<file path="src/hdl/tcac_pkg.sv">
// Constants, types and register map of the conversion and alert block
package tcac_pkg;

	// ==========================================================
	// Bus and register map (index; byte address is index * 4)
	localparam int AXI_ADDR_W = 8;
	localparam logic [1:0] RESP_OKAY = 2'h0;
	localparam logic [1:0] RESP_SLVERR = 2'h2;
	localparam logic [5:0] IDX_TEMP_MSB = 6'h00;
	localparam logic [5:0] IDX_TEMP_LSB = 6'h01;
	localparam logic [5:0] IDX_STATUS = 6'h02;
	localparam logic [5:0] IDX_CONFIG = 6'h03;
	localparam logic [5:0] IDX_HIGH_MSB = 6'h04;
	localparam logic [5:0] IDX_HIGH_LSB = 6'h05;
	localparam logic [5:0] IDX_LOW_MSB = 6'h06;
	localparam logic [5:0] IDX_LOW_LSB = 6'h07;
	localparam logic [5:0] IDX_CRIT_MSB = 6'h08;
	localparam logic [5:0] IDX_CRIT_LSB = 6'h09;
	localparam logic [5:0] IDX_HYST = 6'h0A;
	localparam logic [5:0] IDX_ID = 6'h0B;

	// ==========================================================
	// Reset values
	localparam logic [7:0] CFG_RST = 8'h00;
	localparam logic [15:0] HIGH_RST = 16'h2000;
	localparam logic [15:0] LOW_RST = 16'h0500;
	localparam logic [15:0] CRIT_RST = 16'h4980;
	localparam logic [3:0] HYST_RST = 4'h5;
	localparam logic [15:0] RESULT_RST = 16'h0000;

	// ==========================================================
	// Field positions
	localparam int HYST_SHIFT = 7;
	localparam int FLAG_CRIT_BIT = 0;
	localparam int FLAG_HIGH_BIT = 1;
	localparam int FLAG_LOW_BIT = 2;
	localparam int STAT_LOW_BIT = 4;
	localparam int STAT_HIGH_BIT = 5;
	localparam int STAT_CRIT_BIT = 6;
	localparam int STAT_BUSY_BIT = 7;
	localparam logic [2:0] FAULT_CNT_MAX = 3'h4;

	// Operation mode field (bit 6, bit 5)
	localparam logic [1:0] MODE_CONT = 2'h0;
	localparam logic [1:0] MODE_1SPS = 2'h1;
	localparam logic [1:0] MODE_ONESHOT = 2'h2;
	localparam logic [1:0] MODE_SHUTDN = 2'h3;

	// ==========================================================
	// Timing
	localparam longint CLK_HZ = 100000000;
	localparam longint CYC_PER_MS = CLK_HZ / 1000;
	localparam longint CONV_NORMAL_MS = 240;
	localparam longint CONV_FAST_MS = 6;
	localparam longint CONV_1SPS_MS = 60;
	localparam longint IDLE_1SPS_MS = 940;
	localparam longint WAKE_MS = 1;
	localparam int unsigned CONV_NORMAL_CYC = int'(CONV_NORMAL_MS * CYC_PER_MS);
	localparam int unsigned CONV_FAST_CYC = int'(CONV_FAST_MS * CYC_PER_MS);
	localparam int unsigned CONV_1SPS_CYC = int'(CONV_1SPS_MS * CYC_PER_MS);
	localparam int unsigned IDLE_1SPS_CYC = int'(IDLE_1SPS_MS * CYC_PER_MS);
	localparam int unsigned WAKE_CYC = int'(WAKE_MS * CYC_PER_MS);

	// ==========================================================
	// Types
	typedef enum logic [1:0] {ST_WAKE, ST_CONV, ST_IDLE, ST_SHUT} tcac_state_t;

	typedef struct packed {
		logic res16;
		logic [1:0] mode;
		logic irq_mode;
		logic lim_pol;
		logic crit_pol;
		logic [1:0] queue;
	} tcac_cfg_t;

endpackage

</file>
<file path="src/hdl/tcac_top.sv">
// Conversion sequencer, limit comparison and alert pins behind an AXI4-Lite slave
//
// Decided for this implementation: the AXI4-Lite interface to the registers and the placing of the registers.
`timescale 1ns/1ns
module tcac_top #(
	parameter int unsigned CONV_NORMAL_CYC = tcac_pkg::CONV_NORMAL_CYC,
	parameter int unsigned CONV_FAST_CYC = tcac_pkg::CONV_FAST_CYC,
	parameter int unsigned CONV_1SPS_CYC = tcac_pkg::CONV_1SPS_CYC,
	parameter int unsigned IDLE_1SPS_CYC = tcac_pkg::IDLE_1SPS_CYC,
	parameter int unsigned WAKE_CYC = tcac_pkg::WAKE_CYC,
	// Identity byte; value is arbitrary
	parameter logic [7:0] ID_CODE = 8'hA5
) (
	// Clock and reset
	input wire logic clk,
	input wire logic rst_n,
	// AXI4-Lite register slave
	input wire logic [tcac_pkg::AXI_ADDR_W-1:0] s_axi_awaddr,
	input wire logic s_axi_awvalid,
	output logic s_axi_awready,
	input wire logic [31:0] s_axi_wdata,
	input wire logic [3:0] s_axi_wstrb,
	input wire logic s_axi_wvalid,
	output logic s_axi_wready,
	output logic [1:0] s_axi_bresp,
	output logic s_axi_bvalid,
	input wire logic s_axi_bready,
	input wire logic [tcac_pkg::AXI_ADDR_W-1:0] s_axi_araddr,
	input wire logic s_axi_arvalid,
	output logic s_axi_arready,
	output logic [31:0] s_axi_rdata,
	output logic [1:0] s_axi_rresp,
	output logic s_axi_rvalid,
	input wire logic s_axi_rready,
	// Modulator result, same clock
	input wire logic [15:0] sensor_temp,
	// Open-drain alert pins
	output logic critical_alert_output,
	output logic critical_alert_output_oe,
	output logic limit_alert_output,
	output logic limit_alert_output_oe
);
	import tcac_pkg::*;

	// ==========================================================
	// Parameter check
	if (CONV_NORMAL_CYC < 1 || CONV_FAST_CYC < 1 || CONV_1SPS_CYC < 1 ||
		IDLE_1SPS_CYC < 1 || WAKE_CYC < 1)
	begin : g_bad_timing
		$error("tcac_top: every timing count must be at least one cycle");
	end

	// ==========================================================
	// Declarations
	tcac_cfg_t cfg;
	tcac_state_t state;
	logic [31:0] timer;
	logic [15:0] result;
	logic [15:0] high_lim;
	logic [15:0] low_lim;
	logic [15:0] crit_lim;
	logic [3:0] hyst;
	logic [2:0] flags;
	logic [2:0] fault_cnt;
	logic lim_band_q;
	logic crit_band_q;
	logic crit_act;
	logic lim_act;
	logic aw_held;
	logic w_held;
	logic [5:0] aw_idx;
	logic [7:0] w_byte;
	logic w_lane0;
	logic wr_fire;
	logic wr_ok;
	logic cfg_wr;
	logic oneshot_start;
	logic ar_fire;
	logic [5:0] ar_idx;
	logic [7:0] rd_byte;
	logic rd_ok;
	logic rd_evt;
	logic conv_done;
	logic [15:0] meas;
	logic [15:0] hyst16;
	logic over_crit;
	logic over_high;
	logic under_low;
	logic fault;
	logic qual;
	logic lim_band;
	logic crit_band;

	// Reload value for a conversion in the given mode
	function automatic logic [31:0] conv_len(input logic [1:0] m);
		conv_len = (m == MODE_1SPS) ? 32'(CONV_1SPS_CYC - 1) :
			32'(CONV_NORMAL_CYC - 1);
	endfunction

	// ==========================================================
	// AXI4-Lite write channel
	assign s_axi_awready = !aw_held;
	assign s_axi_wready = !w_held;
	assign wr_fire = aw_held && w_held && !s_axi_bvalid;
	assign cfg_wr = wr_fire && w_lane0 && aw_idx == IDX_CONFIG;
	assign oneshot_start = cfg_wr && w_byte[6:5] == MODE_ONESHOT;

	always_comb
	begin
		case (aw_idx)
			IDX_CONFIG, IDX_HIGH_MSB, IDX_HIGH_LSB, IDX_LOW_MSB, IDX_LOW_LSB,
			IDX_CRIT_MSB, IDX_CRIT_LSB, IDX_HYST: wr_ok = 1'b1;
			default: wr_ok = 1'b0;
		endcase
	end

	always_ff @(posedge clk)
	begin
		if (!rst_n)
		begin
			aw_held <= 1'b0;
			w_held <= 1'b0;
			aw_idx <= 6'h00;
			w_byte <= 8'h00;
			w_lane0 <= 1'b0;
		end
		else
		begin
			if (s_axi_awvalid && !aw_held)
			begin
				aw_held <= 1'b1;
				aw_idx <= s_axi_awaddr[7:2];
			end
			else if (wr_fire)
				aw_held <= 1'b0;
			if (s_axi_wvalid && !w_held)
			begin
				w_held <= 1'b1;
				w_byte <= s_axi_wdata[7:0];
				w_lane0 <= s_axi_wstrb[0];
			end
			else if (wr_fire)
				w_held <= 1'b0;
		end
	end

	always_ff @(posedge clk)
	begin
		if (!rst_n)
		begin
			s_axi_bvalid <= 1'b0;
			s_axi_bresp <= RESP_OKAY;
		end
		else if (wr_fire)
		begin
			s_axi_bvalid <= 1'b1;
			s_axi_bresp <= wr_ok ? RESP_OKAY : RESP_SLVERR;
		end
		else if (s_axi_bready)
			s_axi_bvalid <= 1'b0;
	end

	// ==========================================================
	// Writable registers
	always_ff @(posedge clk)
	begin
		if (!rst_n)
		begin
			cfg <= tcac_cfg_t'(CFG_RST);
			high_lim <= HIGH_RST;
			low_lim <= LOW_RST;
			crit_lim <= CRIT_RST;
			hyst <= HYST_RST;
		end
		else if (wr_fire && w_lane0)
		begin
			case (aw_idx)
				IDX_CONFIG: cfg <= tcac_cfg_t'(w_byte);
				IDX_HIGH_MSB: high_lim[15:8] <= w_byte;
				IDX_HIGH_LSB: high_lim[7:0] <= w_byte;
				IDX_LOW_MSB: low_lim[15:8] <= w_byte;
				IDX_LOW_LSB: low_lim[7:0] <= w_byte;
				IDX_CRIT_MSB: crit_lim[15:8] <= w_byte;
				IDX_CRIT_LSB: crit_lim[7:0] <= w_byte;
				IDX_HYST: hyst <= w_byte[3:0];
				default: hyst <= hyst;
			endcase
		end
	end

	// ==========================================================
	// AXI4-Lite read channel
	assign s_axi_arready = !s_axi_rvalid;
	assign ar_fire = s_axi_arvalid && !s_axi_rvalid;
	assign ar_idx = s_axi_araddr[7:2];
	assign rd_evt = ar_fire && rd_ok;

	always_comb
	begin
		rd_byte = 8'h00;
		rd_ok = 1'b1;
		case (ar_idx)
			IDX_TEMP_MSB: rd_byte = result[15:8];
			IDX_TEMP_LSB: rd_byte = result[7:0];
			IDX_STATUS:
			begin
				rd_byte[STAT_BUSY_BIT] = state == ST_CONV;
				rd_byte[STAT_CRIT_BIT] = flags[FLAG_CRIT_BIT];
				rd_byte[STAT_HIGH_BIT] = flags[FLAG_HIGH_BIT];
				rd_byte[STAT_LOW_BIT] = flags[FLAG_LOW_BIT];
			end
			IDX_CONFIG: rd_byte = cfg;
			IDX_HIGH_MSB: rd_byte = high_lim[15:8];
			IDX_HIGH_LSB: rd_byte = high_lim[7:0];
			IDX_LOW_MSB: rd_byte = low_lim[15:8];
			IDX_LOW_LSB: rd_byte = low_lim[7:0];
			IDX_CRIT_MSB: rd_byte = crit_lim[15:8];
			IDX_CRIT_LSB: rd_byte = crit_lim[7:0];
			IDX_HYST: rd_byte = {4'h0, hyst};
			IDX_ID: rd_byte = ID_CODE;
			default: rd_ok = 1'b0;
		endcase
	end

	always_ff @(posedge clk)
	begin
		if (!rst_n)
		begin
			s_axi_rvalid <= 1'b0;
			s_axi_rdata <= 32'h00000000;
			s_axi_rresp <= RESP_OKAY;
		end
		else if (ar_fire)
		begin
			s_axi_rvalid <= 1'b1;
			s_axi_rdata <= {24'h000000, rd_byte};
			s_axi_rresp <= rd_ok ? RESP_OKAY : RESP_SLVERR;
		end
		else if (s_axi_rready)
			s_axi_rvalid <= 1'b0;
	end

	// ==========================================================
	// Conversion sequencer, timed from clk alone
	assign conv_done = state == ST_CONV && timer == 32'h0 && !oneshot_start &&
		cfg.mode != MODE_SHUTDN;

	always_ff @(posedge clk)
	begin
		if (!rst_n)
		begin
			state <= ST_CONV;
			timer <= 32'(CONV_FAST_CYC - 1);
		end
		else if (oneshot_start)
		begin
			state <= ST_CONV;
			timer <= 32'(CONV_NORMAL_CYC - 1);
		end
		else
		begin
			case (state)
				ST_CONV:
					if (cfg.mode == MODE_SHUTDN)
						state <= ST_SHUT;
					else if (timer != 32'h0)
						timer <= timer - 32'h1;
					else if (cfg.mode == MODE_CONT)
						timer <= 32'(CONV_NORMAL_CYC - 1);
					else if (cfg.mode == MODE_1SPS)
					begin
						state <= ST_IDLE;
						timer <= 32'(IDLE_1SPS_CYC - 1);
					end
					else
						state <= ST_SHUT;
				ST_IDLE:
					if (cfg.mode == MODE_SHUTDN || cfg.mode == MODE_ONESHOT)
						state <= ST_SHUT;
					else if (cfg.mode == MODE_CONT)
					begin
						state <= ST_CONV;
						timer <= 32'(CONV_NORMAL_CYC - 1);
					end
					else if (timer != 32'h0)
						timer <= timer - 32'h1;
					else
					begin
						state <= ST_CONV;
						timer <= 32'(CONV_1SPS_CYC - 1);
					end
				ST_SHUT:
					if (cfg.mode == MODE_CONT || cfg.mode == MODE_1SPS)
					begin
						state <= ST_WAKE;
						timer <= 32'(WAKE_CYC - 1);
					end
				ST_WAKE:
					if (cfg.mode == MODE_SHUTDN || cfg.mode == MODE_ONESHOT)
						state <= ST_SHUT;
					else if (timer != 32'h0)
						timer <= timer - 32'h1;
					else
					begin
						state <= ST_CONV;
						timer <= conv_len(cfg.mode);
					end
				default: state <= ST_SHUT;
			endcase
		end
	end

	// ==========================================================
	// Limit comparison
	always_comb
	begin
		meas = cfg.res16 ? sensor_temp : {sensor_temp[15:3], 3'h0};
		hyst16 = 16'({hyst, 7'h00});
		over_crit = $signed(meas) > $signed(crit_lim);
		over_high = $signed(meas) > $signed(high_lim);
		under_low = $signed(meas) < $signed(low_lim);
		fault = over_crit || over_high || under_low;
		lim_band = $signed(meas) < $signed(high_lim - hyst16) &&
			$signed(meas) > $signed(low_lim + hyst16);
		crit_band = $signed(meas) < $signed(crit_lim - hyst16);
	end

	// Fault queue: field value n needs n+1 consecutive faults
	assign qual = conv_done && fault && fault_cnt >= {1'b0, cfg.queue};

	// ==========================================================
	// Result store and fault counter
	always_ff @(posedge clk)
	begin
		if (!rst_n)
		begin
			result <= RESULT_RST;
			flags <= 3'h0;
			fault_cnt <= 3'h0;
			lim_band_q <= 1'b0;
			crit_band_q <= 1'b0;
		end
		else if (conv_done)
		begin
			result <= cfg.res16 ? meas :
				{meas[15:3], under_low, over_high, over_crit};
			flags <= {under_low, over_high, over_crit};
			lim_band_q <= lim_band;
			crit_band_q <= crit_band;
			if (!fault)
				fault_cnt <= 3'h0;
			else if (fault_cnt < FAULT_CNT_MAX)
				fault_cnt <= fault_cnt + 3'h1;
		end
	end

	// ==========================================================
	// Alert state; a set in the same cycle as a clear wins
	always_ff @(posedge clk)
	begin
		if (!rst_n)
			crit_act <= 1'b0;
		else if (qual && over_crit)
			crit_act <= 1'b1;
		else if (cfg.irq_mode ? rd_evt : ((conv_done && crit_band) ||
			(oneshot_start && crit_band_q)))
			crit_act <= 1'b0;
	end

	always_ff @(posedge clk)
	begin
		if (!rst_n)
			lim_act <= 1'b0;
		else if (qual && (over_high || under_low))
			lim_act <= 1'b1;
		else if (cfg.irq_mode ? rd_evt : ((conv_done && lim_band) ||
			(oneshot_start && lim_band_q)))
			lim_act <= 1'b0;
	end

	// ==========================================================
	// Open-drain pins: enable pulls low when the level must be low
	assign critical_alert_output = 1'b0;
	assign limit_alert_output = 1'b0;

	always_ff @(posedge clk)
	begin
		if (!rst_n)
		begin
			critical_alert_output_oe <= 1'b0;
			limit_alert_output_oe <= 1'b0;
		end
		else
		begin
			critical_alert_output_oe <= crit_act ? !cfg.crit_pol : cfg.crit_pol;
			limit_alert_output_oe <= lim_act ? !cfg.lim_pol : cfg.lim_pol;
		end
	end

endmodule // tcac_top

</file>
<file path="config.mk">
export PLATFORM = sky130hd
export DESIGN_NAME = tcac_top
export DESIGN_NICKNAME = d
export VERILOG_FILES = /design/src/hdl/tcac_pkg.sv /design/src/hdl/tcac_top.sv
export SDC_FILE = /design/constraint.sdc
export NUM_CORES = 1
export LEC_CHECK = 0
export ABC_AREA = 1
export BUFFER_PORTS_ARGS = -buffer_cell sky130_fd_sc_hd__buf_4
export CAP_MARGIN = 10
export CORE_MARGIN = 5
export CORE_UTILIZATION = 55
export DETAILED_ROUTE_END_ITERATION = 6
export GPL_ROUTABILITY_DRIVEN = 1
export HOLD_SLACK_MARGIN = 0.1
export PLACE_DENSITY = 0.76
export SYNTH_ARGS = -nofsm -noshare
export SYNTH_HDL_FRONTEND = slang
export SYNTH_SLANG_ARGS = --single-unit
</file>
<file path="constraint.sdc">
create_clock -name clk -period 4.67 [get_ports clk]
set_input_delay 0.934 -clock clk [delete_from_list [all_inputs] [get_ports clk]]
set_output_delay 0.934 -clock clk [all_outputs]
set_load 0.005 [all_outputs]
</file>
-- Word level (Yosys, flattened, before mapping)
Memory sizes are Yosys's and may differ from the RTL's. A register that Yosys moved wholly into a read port is not among the register bits.
Index checks and enable logic that the tools add are counted.
W data, S select, Z words.
- register bits: 153
- bits in latches: 0
- bits in writable memories: 0
- ROM bits: 16
- input port bits: 75
- output and inout port bits: 45
- logic and storage cells: 201
- memories kept: 1
- memory list (memory ; depth ; bits a word ; read ports ; clocked after Yosys merged registers in ; wr ports ; RTL line ; source):
    (no name shown) ; 16 ; 1 ; 1 ; 1 ; 0 ; tcac_top.sv:110 ; case (aw_idx)
- add/sub/neg operators: 5
- multipliers: 0
- divide/modulo/power cells: 0
- $lt $le $gt $ge: 8
- equality and inequality tests: 40
- shifts and indexed selects: 0
- muxes and demuxes: 50
- bitwise gates (word level): 1
- reductions and logical operators: 61
- operators with widths (kind ; count):
    $mux W32 ; 10
    $pmux W32 S4 ; 1
    $pmux W4 S11 ; 2
    $mux W25 ; 2
    $eq A6 B3 Y1 const B ; 8
    $gt A16 B16 Y1 ; 3
    $lt A16 B16 Y1 ; 3
    $eq A6 B4 Y1 const B ; 7
    $logic_not A32 Y1 ; 1
    $reduce_bool A32 Y1 ; 1
    $sub A16 B11 Y16 ; 2
    $sub A32 B1 Y32 const B ; 1
    $logic_and A1 B1 Y1 ; 21
    $mux W2 ; 10
    $eq A6 B2 Y1 const B ; 3
    $mux W1 ; 18
    $reduce_and A2 Y1 ; 9
    $add A16 B11 Y16 ; 1
    $mux W3 ; 4
    $ne A3 B3 Y1 const B ; 4
    $reduce_bool A2 Y1 ; 6
    $reduce_or A12 Y1 ; 1
    $eq A2 B2 Y1 const B ; 5
    $ne A2 B2 Y1 const B ; 5
    other kinds (19) ; 37

-- Depth between registers and ports, before layout
- word-level depth: 13
- gate-level depth with buffers: 22
- mapped depth without buffers: 22

-- Worst setup path after synthesis
Ideal clock, no wire load.
- path kind: flip-flop to flip-flop
- start: register hyst[0]
- end: register lim_act
- setup time: 0.132 ns
- data arrival time: 2.792 ns
- data required time: 4.538 ns
- setup slack: 1.746 ns
- stages on the path, launching flop included: 23
- clock period less this slack: 2.924 ns
- path through: dfxtp_1 ha_1 inv_1 fa_1 o21ai_0 nand2_1 nor2_1 nand3_1 xor2_1 ha_1 nand2_1 nor2_1 nand2_1 nor2_1 nand2_1 nand3_1 o21bai_1 nor2_1 nand3_1 nand2_1 nand2_1 nand2_1 a21oi_1
- cells in the longest elaborated chain, start to end: 7
- elaborated cells on any way between the ends: 9
- RTL lines (what ; RTL line ; source):
    start: declaration ; tcac_top.sv:62 ; logic [3:0] hyst;
    start signal: assignment ; tcac_top.sv:185 ; IDX_HYST: hyst <= w_byte[3:0];
    start signal: assignment ; tcac_top.sv:186 ; default: hyst <= hyst;
    $sub A16 B11 Y16 / $add A16 B11 Y16 (equally long branches) ; tcac_top.sv:323, tcac_top.sv:324 ;
    $lt A16 B16 Y1 / $gt A16 B16 Y1 (equally long branches) ; tcac_top.sv:323, tcac_top.sv:324 ;
    $logic_and A1 B1 Y1 * ; tcac_top.sv:323 ; lim_band = $signed(meas) < $signed(high_lim - hyst16) &&
    $logic_and A1 B1 Y1 * ; tcac_top.sv:376 ; else if (cfg.irq_mode ? rd_evt : ((conv_done && lim_band) ||
    $logic_or A1 B1 Y1 * ; tcac_top.sv:376 ;
    $mux W1 * ; tcac_top.sv:376 ;
    $reduce_bool A2 Y1 (no source line) * ; n/a ;
    end signal: assignment ; tcac_top.sv:373 ; lim_act <= 1'b0;
    end signal: assignment ; tcac_top.sv:375 ; lim_act <= 1'b1;
    end signal: assignment ; tcac_top.sv:378 ; lim_act <= 1'b0;
    end: declaration ; tcac_top.sv:68 ; logic lim_act;
Every way passes the cells marked *; elsewhere a longest branch is shown, timed or not.
A chain may end at the register's enable or synchronous reset.

-- Final worst setup path
- start: register low_lim[7]
- end: register lim_act
- cells in the longest elaborated chain, start to end: 7
- elaborated cells on any way between the ends: 14
- RTL lines (what ; RTL line ; source):
    start: declaration ; tcac_top.sv:60 ; logic [15:0] low_lim;
    start signal: assignment ; tcac_top.sv:182 ; IDX_LOW_LSB: low_lim[7:0] <= w_byte;
    $add A16 B11 Y16 ; tcac_top.sv:324 ; $signed(meas) > $signed(low_lim + hyst16);
    $gt A16 B16 Y1 ; tcac_top.sv:324 ;
    $logic_and A1 B1 Y1 ; tcac_top.sv:323 ;
    $logic_and A1 B1 Y1 ; tcac_top.sv:376 ;
    $logic_or A1 B1 Y1 ; tcac_top.sv:376 ;
    $mux W1 ; tcac_top.sv:376 ;
    $reduce_bool A2 Y1 (no source line) ; n/a ;
Parallel ways exist; a longest one is shown, timed or not.

==> impl_metrics.py <==
metrics = {
    "worst_hold_path": {
        "min_path_cells": 1,
        "hold_path_class": "reg -> reg",
    },
    "clock_tree": {
        "postCtsSetupBuffers": 0,
        "cts_buffers": 17,
        "clockBufferDepth": 2,
        "cts_tree": "built",
        "htree_levels": 4,
        "root_buffer": "clkbuf_16",
        "cts_sinks": 152,
        "ctsResizeCount": 0,
        "clk_latency_ns": 0.44,
        "holdBufCountCts": 0,
        "path_clk_slew_ns": 0.07,
    },
    "sta": {
        "finalCritPeriodShare": 0.748,
        "whs_ns": 0.422,
        "fmax_mhz": 286,
        "finalSetupTns_ns": 0,
        "rsz0062_at_grt": "false",
        "finalHoldViolCount": 0,
        "setup_viol": 0,
        "min_period_ns": 3.49,
        "relSlewSlack": 0.362,
        "worstMarginPinSlew_ns": 0.953,
        "slew_viol_final": 0,
        "fin_skew_ns": 0.00987,
    },
    "floorplanning": {
        "fp.coreArea_sq_um": 17800,
        "num_rows": 49,
        "io_pins": 120,
        "die_h_um": 144,
        "die_w_um": 144,
        "die-area_sq_um": 20800,
        "start_util": 0.555,
    },
    "layout": {
        "nets": 1625,
        "diodes": 0,
        "post-route-cell-area_sq_um": 11000,
        "drive_gt1_frac": 0.0830,
        "areaGrowthSynthToFinish_pct": 10.8,
    },
    "grt": {
        "grt_pass1_wl_um": 46300,
        "grt_use_met1": 0.408,
        "grtUsageTotal": 0.287,
        "grt_overflow": 0,
        "antenna_found_initial": 0,
        "top_usage_layer": "met2",
        "grt_max_degree": 92,
        "gr-usage-met3": 0.0526,
        "grt_pass1_vias": 8799,
        "use_met2": 0.436,
    },
    "power": {
        "comb_power_share": 0.085,
        "p_int_mw": 2.17,
        "power_frac_clock": 0.464,
        "peakVddDrop_mv": 0.241,
        "p_leak_nw": 4.97,
        "p_switching_uw": 776,
        "p_seq_frac": 0.451,
        "p_sw_frac": 0.263,
        "p_per_area_nw_per_um2": 268,
    },
    "placed_design": {
        "placed_area_sq_um": 10400,
        "dp_hpwl_um": 22800,
        "port_buffers": 60,
        "gp_congestion": 1.06,
    },
    "drt": {
        "vias_per_cell": 5.71,
        "first_pass_iters": 6,
        "drc": 0,
        "vias": 9694,
        "drtAntennaViolNets": 0,
        "drt_iter0_drc": 965,
        "post_drt_wl_per_cell_um": 17.5,
        "wl_um": 29600,
    },
    "synth": {
        "synth.top_cell.area_share": 0.307,
        "synth_top_cell_by_area": "dfxtp_1",
        "synthTopCellsByArea": "dfxtp_1 (31%), ha_1 (11%), nand2_1 (8.4%)",
        "ys_ff_latch": 152,
        "synth_edf_count": 0,
        "synth_most_common_cell": "nand2_1",
        "avgSynthCellArea_sq_um": 7.04,
        "yosys_warnings": 0,
        "synthesis.area_sq_um": 9910,
        "synth_ff_type": "dfxtp_1",
        "seq_area_frac_synth": 0.307,
        "async_flop_share": 0,
        "ys_top_cells_by_count": "nand2_1 (221), inv_1 (189), dfxtp_1 (152)",
        "synth_cells": 1407,
        "yosysUniqueCellTypes": 51,
    },
    "setup_path": {
        "end_kind": "register",
        "worstPathMaxFanout": 4,
        "startpoint_type": "register",
        "worstPathRequired_ns": 4.98,
        "critPathArrivalTime_ns": 3.80,
        "reg2regPathDepth": 22,
        "crit_type": "reg -> reg",
    },
    "run": {
        "maxCapViolations": 0,
    },
    "status": {
        "status": "finished clean",
    },
}
==> power by group through the flow <==
| stage | registers, mW | clock network [mW] | logic, mW |
|---|---|---|---|
| floorplan | 1.35 | 0 | 0.165 |
| global placement | 1.36 | 0 | 0.241 |
| detailed placement | 1.36 | 0 | 0.245 |
| CTS | 1.33 | 1.37 | 0.246 |
| global route | 1.33 | 1.44 | 0.283 |
| finish | 1.33 | 1.37 | 0.250 |
==> metrics by stage <==
| step | setup slack (ns) | utilization | instances | power [mW] |
|---|---|---|---|---|
| 3_5_place_dp | 1.18 | 0.583 | 1666 | 1.60 |
| 6_report | 1.18 | 0.616 | 1698 | 2.95 |
| 3_3_place_gp | 1.23 | 0.583 | 1666 | 1.60 |
| 2_1_floorplan | 1.75 | - | 1434 | 1.52 |
| 4_1_cts | 1.20 | 0.616 | 1698 | 2.95 |
| 5_1_grt | 0.812 | 0.616 | 1698 | 3.05 |
==> registers in the layout, summed over array words and instances (netlist names), 2 cells and up, named ones only <==
name / flops
timer: 32
crit_lim: 16
high_lim: 16
low_lim: 16
result: 16
cfg: 8
s_axi_rdata: 8
w_byte: 8
aw_idx: 6
hyst: 4
fault_cnt: 3
flags: 3
state: 2
==> kinds of logic after synthesis <==
logic type	count (synthesis)	synth area share
muxes	1	0.00101
AOI/OAI and AO/OA	357	0.203
other	1	0.000378
buffers and inverters	252	0.109
xor gates and xnor gates	41	0.0362
adders and majority gates	94	0.121
and+or+nand+nor	509	0.222
DFF	152	0.307
==> worst paths after layout <==
kind	from	end	slack [ns]
hold reg to reg	register	s_axi_bresp[1]	0.42
setup / recovery	low_lim[7]	lim_act	1.18
hold / removal	register	s_axi_bresp[1]	0.42
setup reg to reg	low_lim[7]	lim_act	1.18
==> worst max-delay path: stages (launching register included) <==
cell and delay [ns]:
dfxtp_1 0.46, ha_1 0.23, inv_1 0.06, fa_1 0.39, o21ai_0 0.28, nand2_1 0.09, nor2_1 0.16, nand3_1 0.10
xor2_1 0.15, ha_1 0.30, nand2_1 0.07, nor2_1 0.13, nand2_1 0.10, nor2_1 0.09, nand2_1 0.05, nand3_1 0.08
o21bai_1 0.07, nor2_1 0.08, nand3_1 0.20, nand2_1 0.12, nand2_1 0.05, nand2_1 0.05, a21oi_1 0.05
==> area by class of cell <==
class,instances,area [sq um]
clock inverters,13,136
inverters,193,724
fillers,1685,6860
well taps,229,287
flip-flops and latches,152,3040
clock buffers,19,443
multi-input cells,1030,5880
repair buffers,62,465
==> layout by cell type (no fill, tap or decap), types with 5 or more instances in the layout <==
cell type and count:
nor2_2 10, conb_1 28, inv_1 189, xnor2_1 10, o22ai_1 21, clkbuf_16 17, o211ai_1 13, nand3_1 67
a221oi_1 6, nor4_1 5, ha_1 91, nor3_1 22, nand2_1 221, o21ai_0 116, dfxtp_1 152, xor2_1 31
a211oi_1 14, a21oi_1 151, nand4_1 18, buf_4 62, nor2_1 147, a21o_1 6
==> routing by layer <==
layer / share of wire / wire length [um] / up-vias
met3: 0.084 / 2490 / 72
met4: 0.035 / 1030 / 0
li1: - / - / 4785
met5: 0 / 0 / -
met1: 0.45 / 13300 / 4415
met2: 0.43 / 12800 / 422
Power figures use the tool's default switching activity.
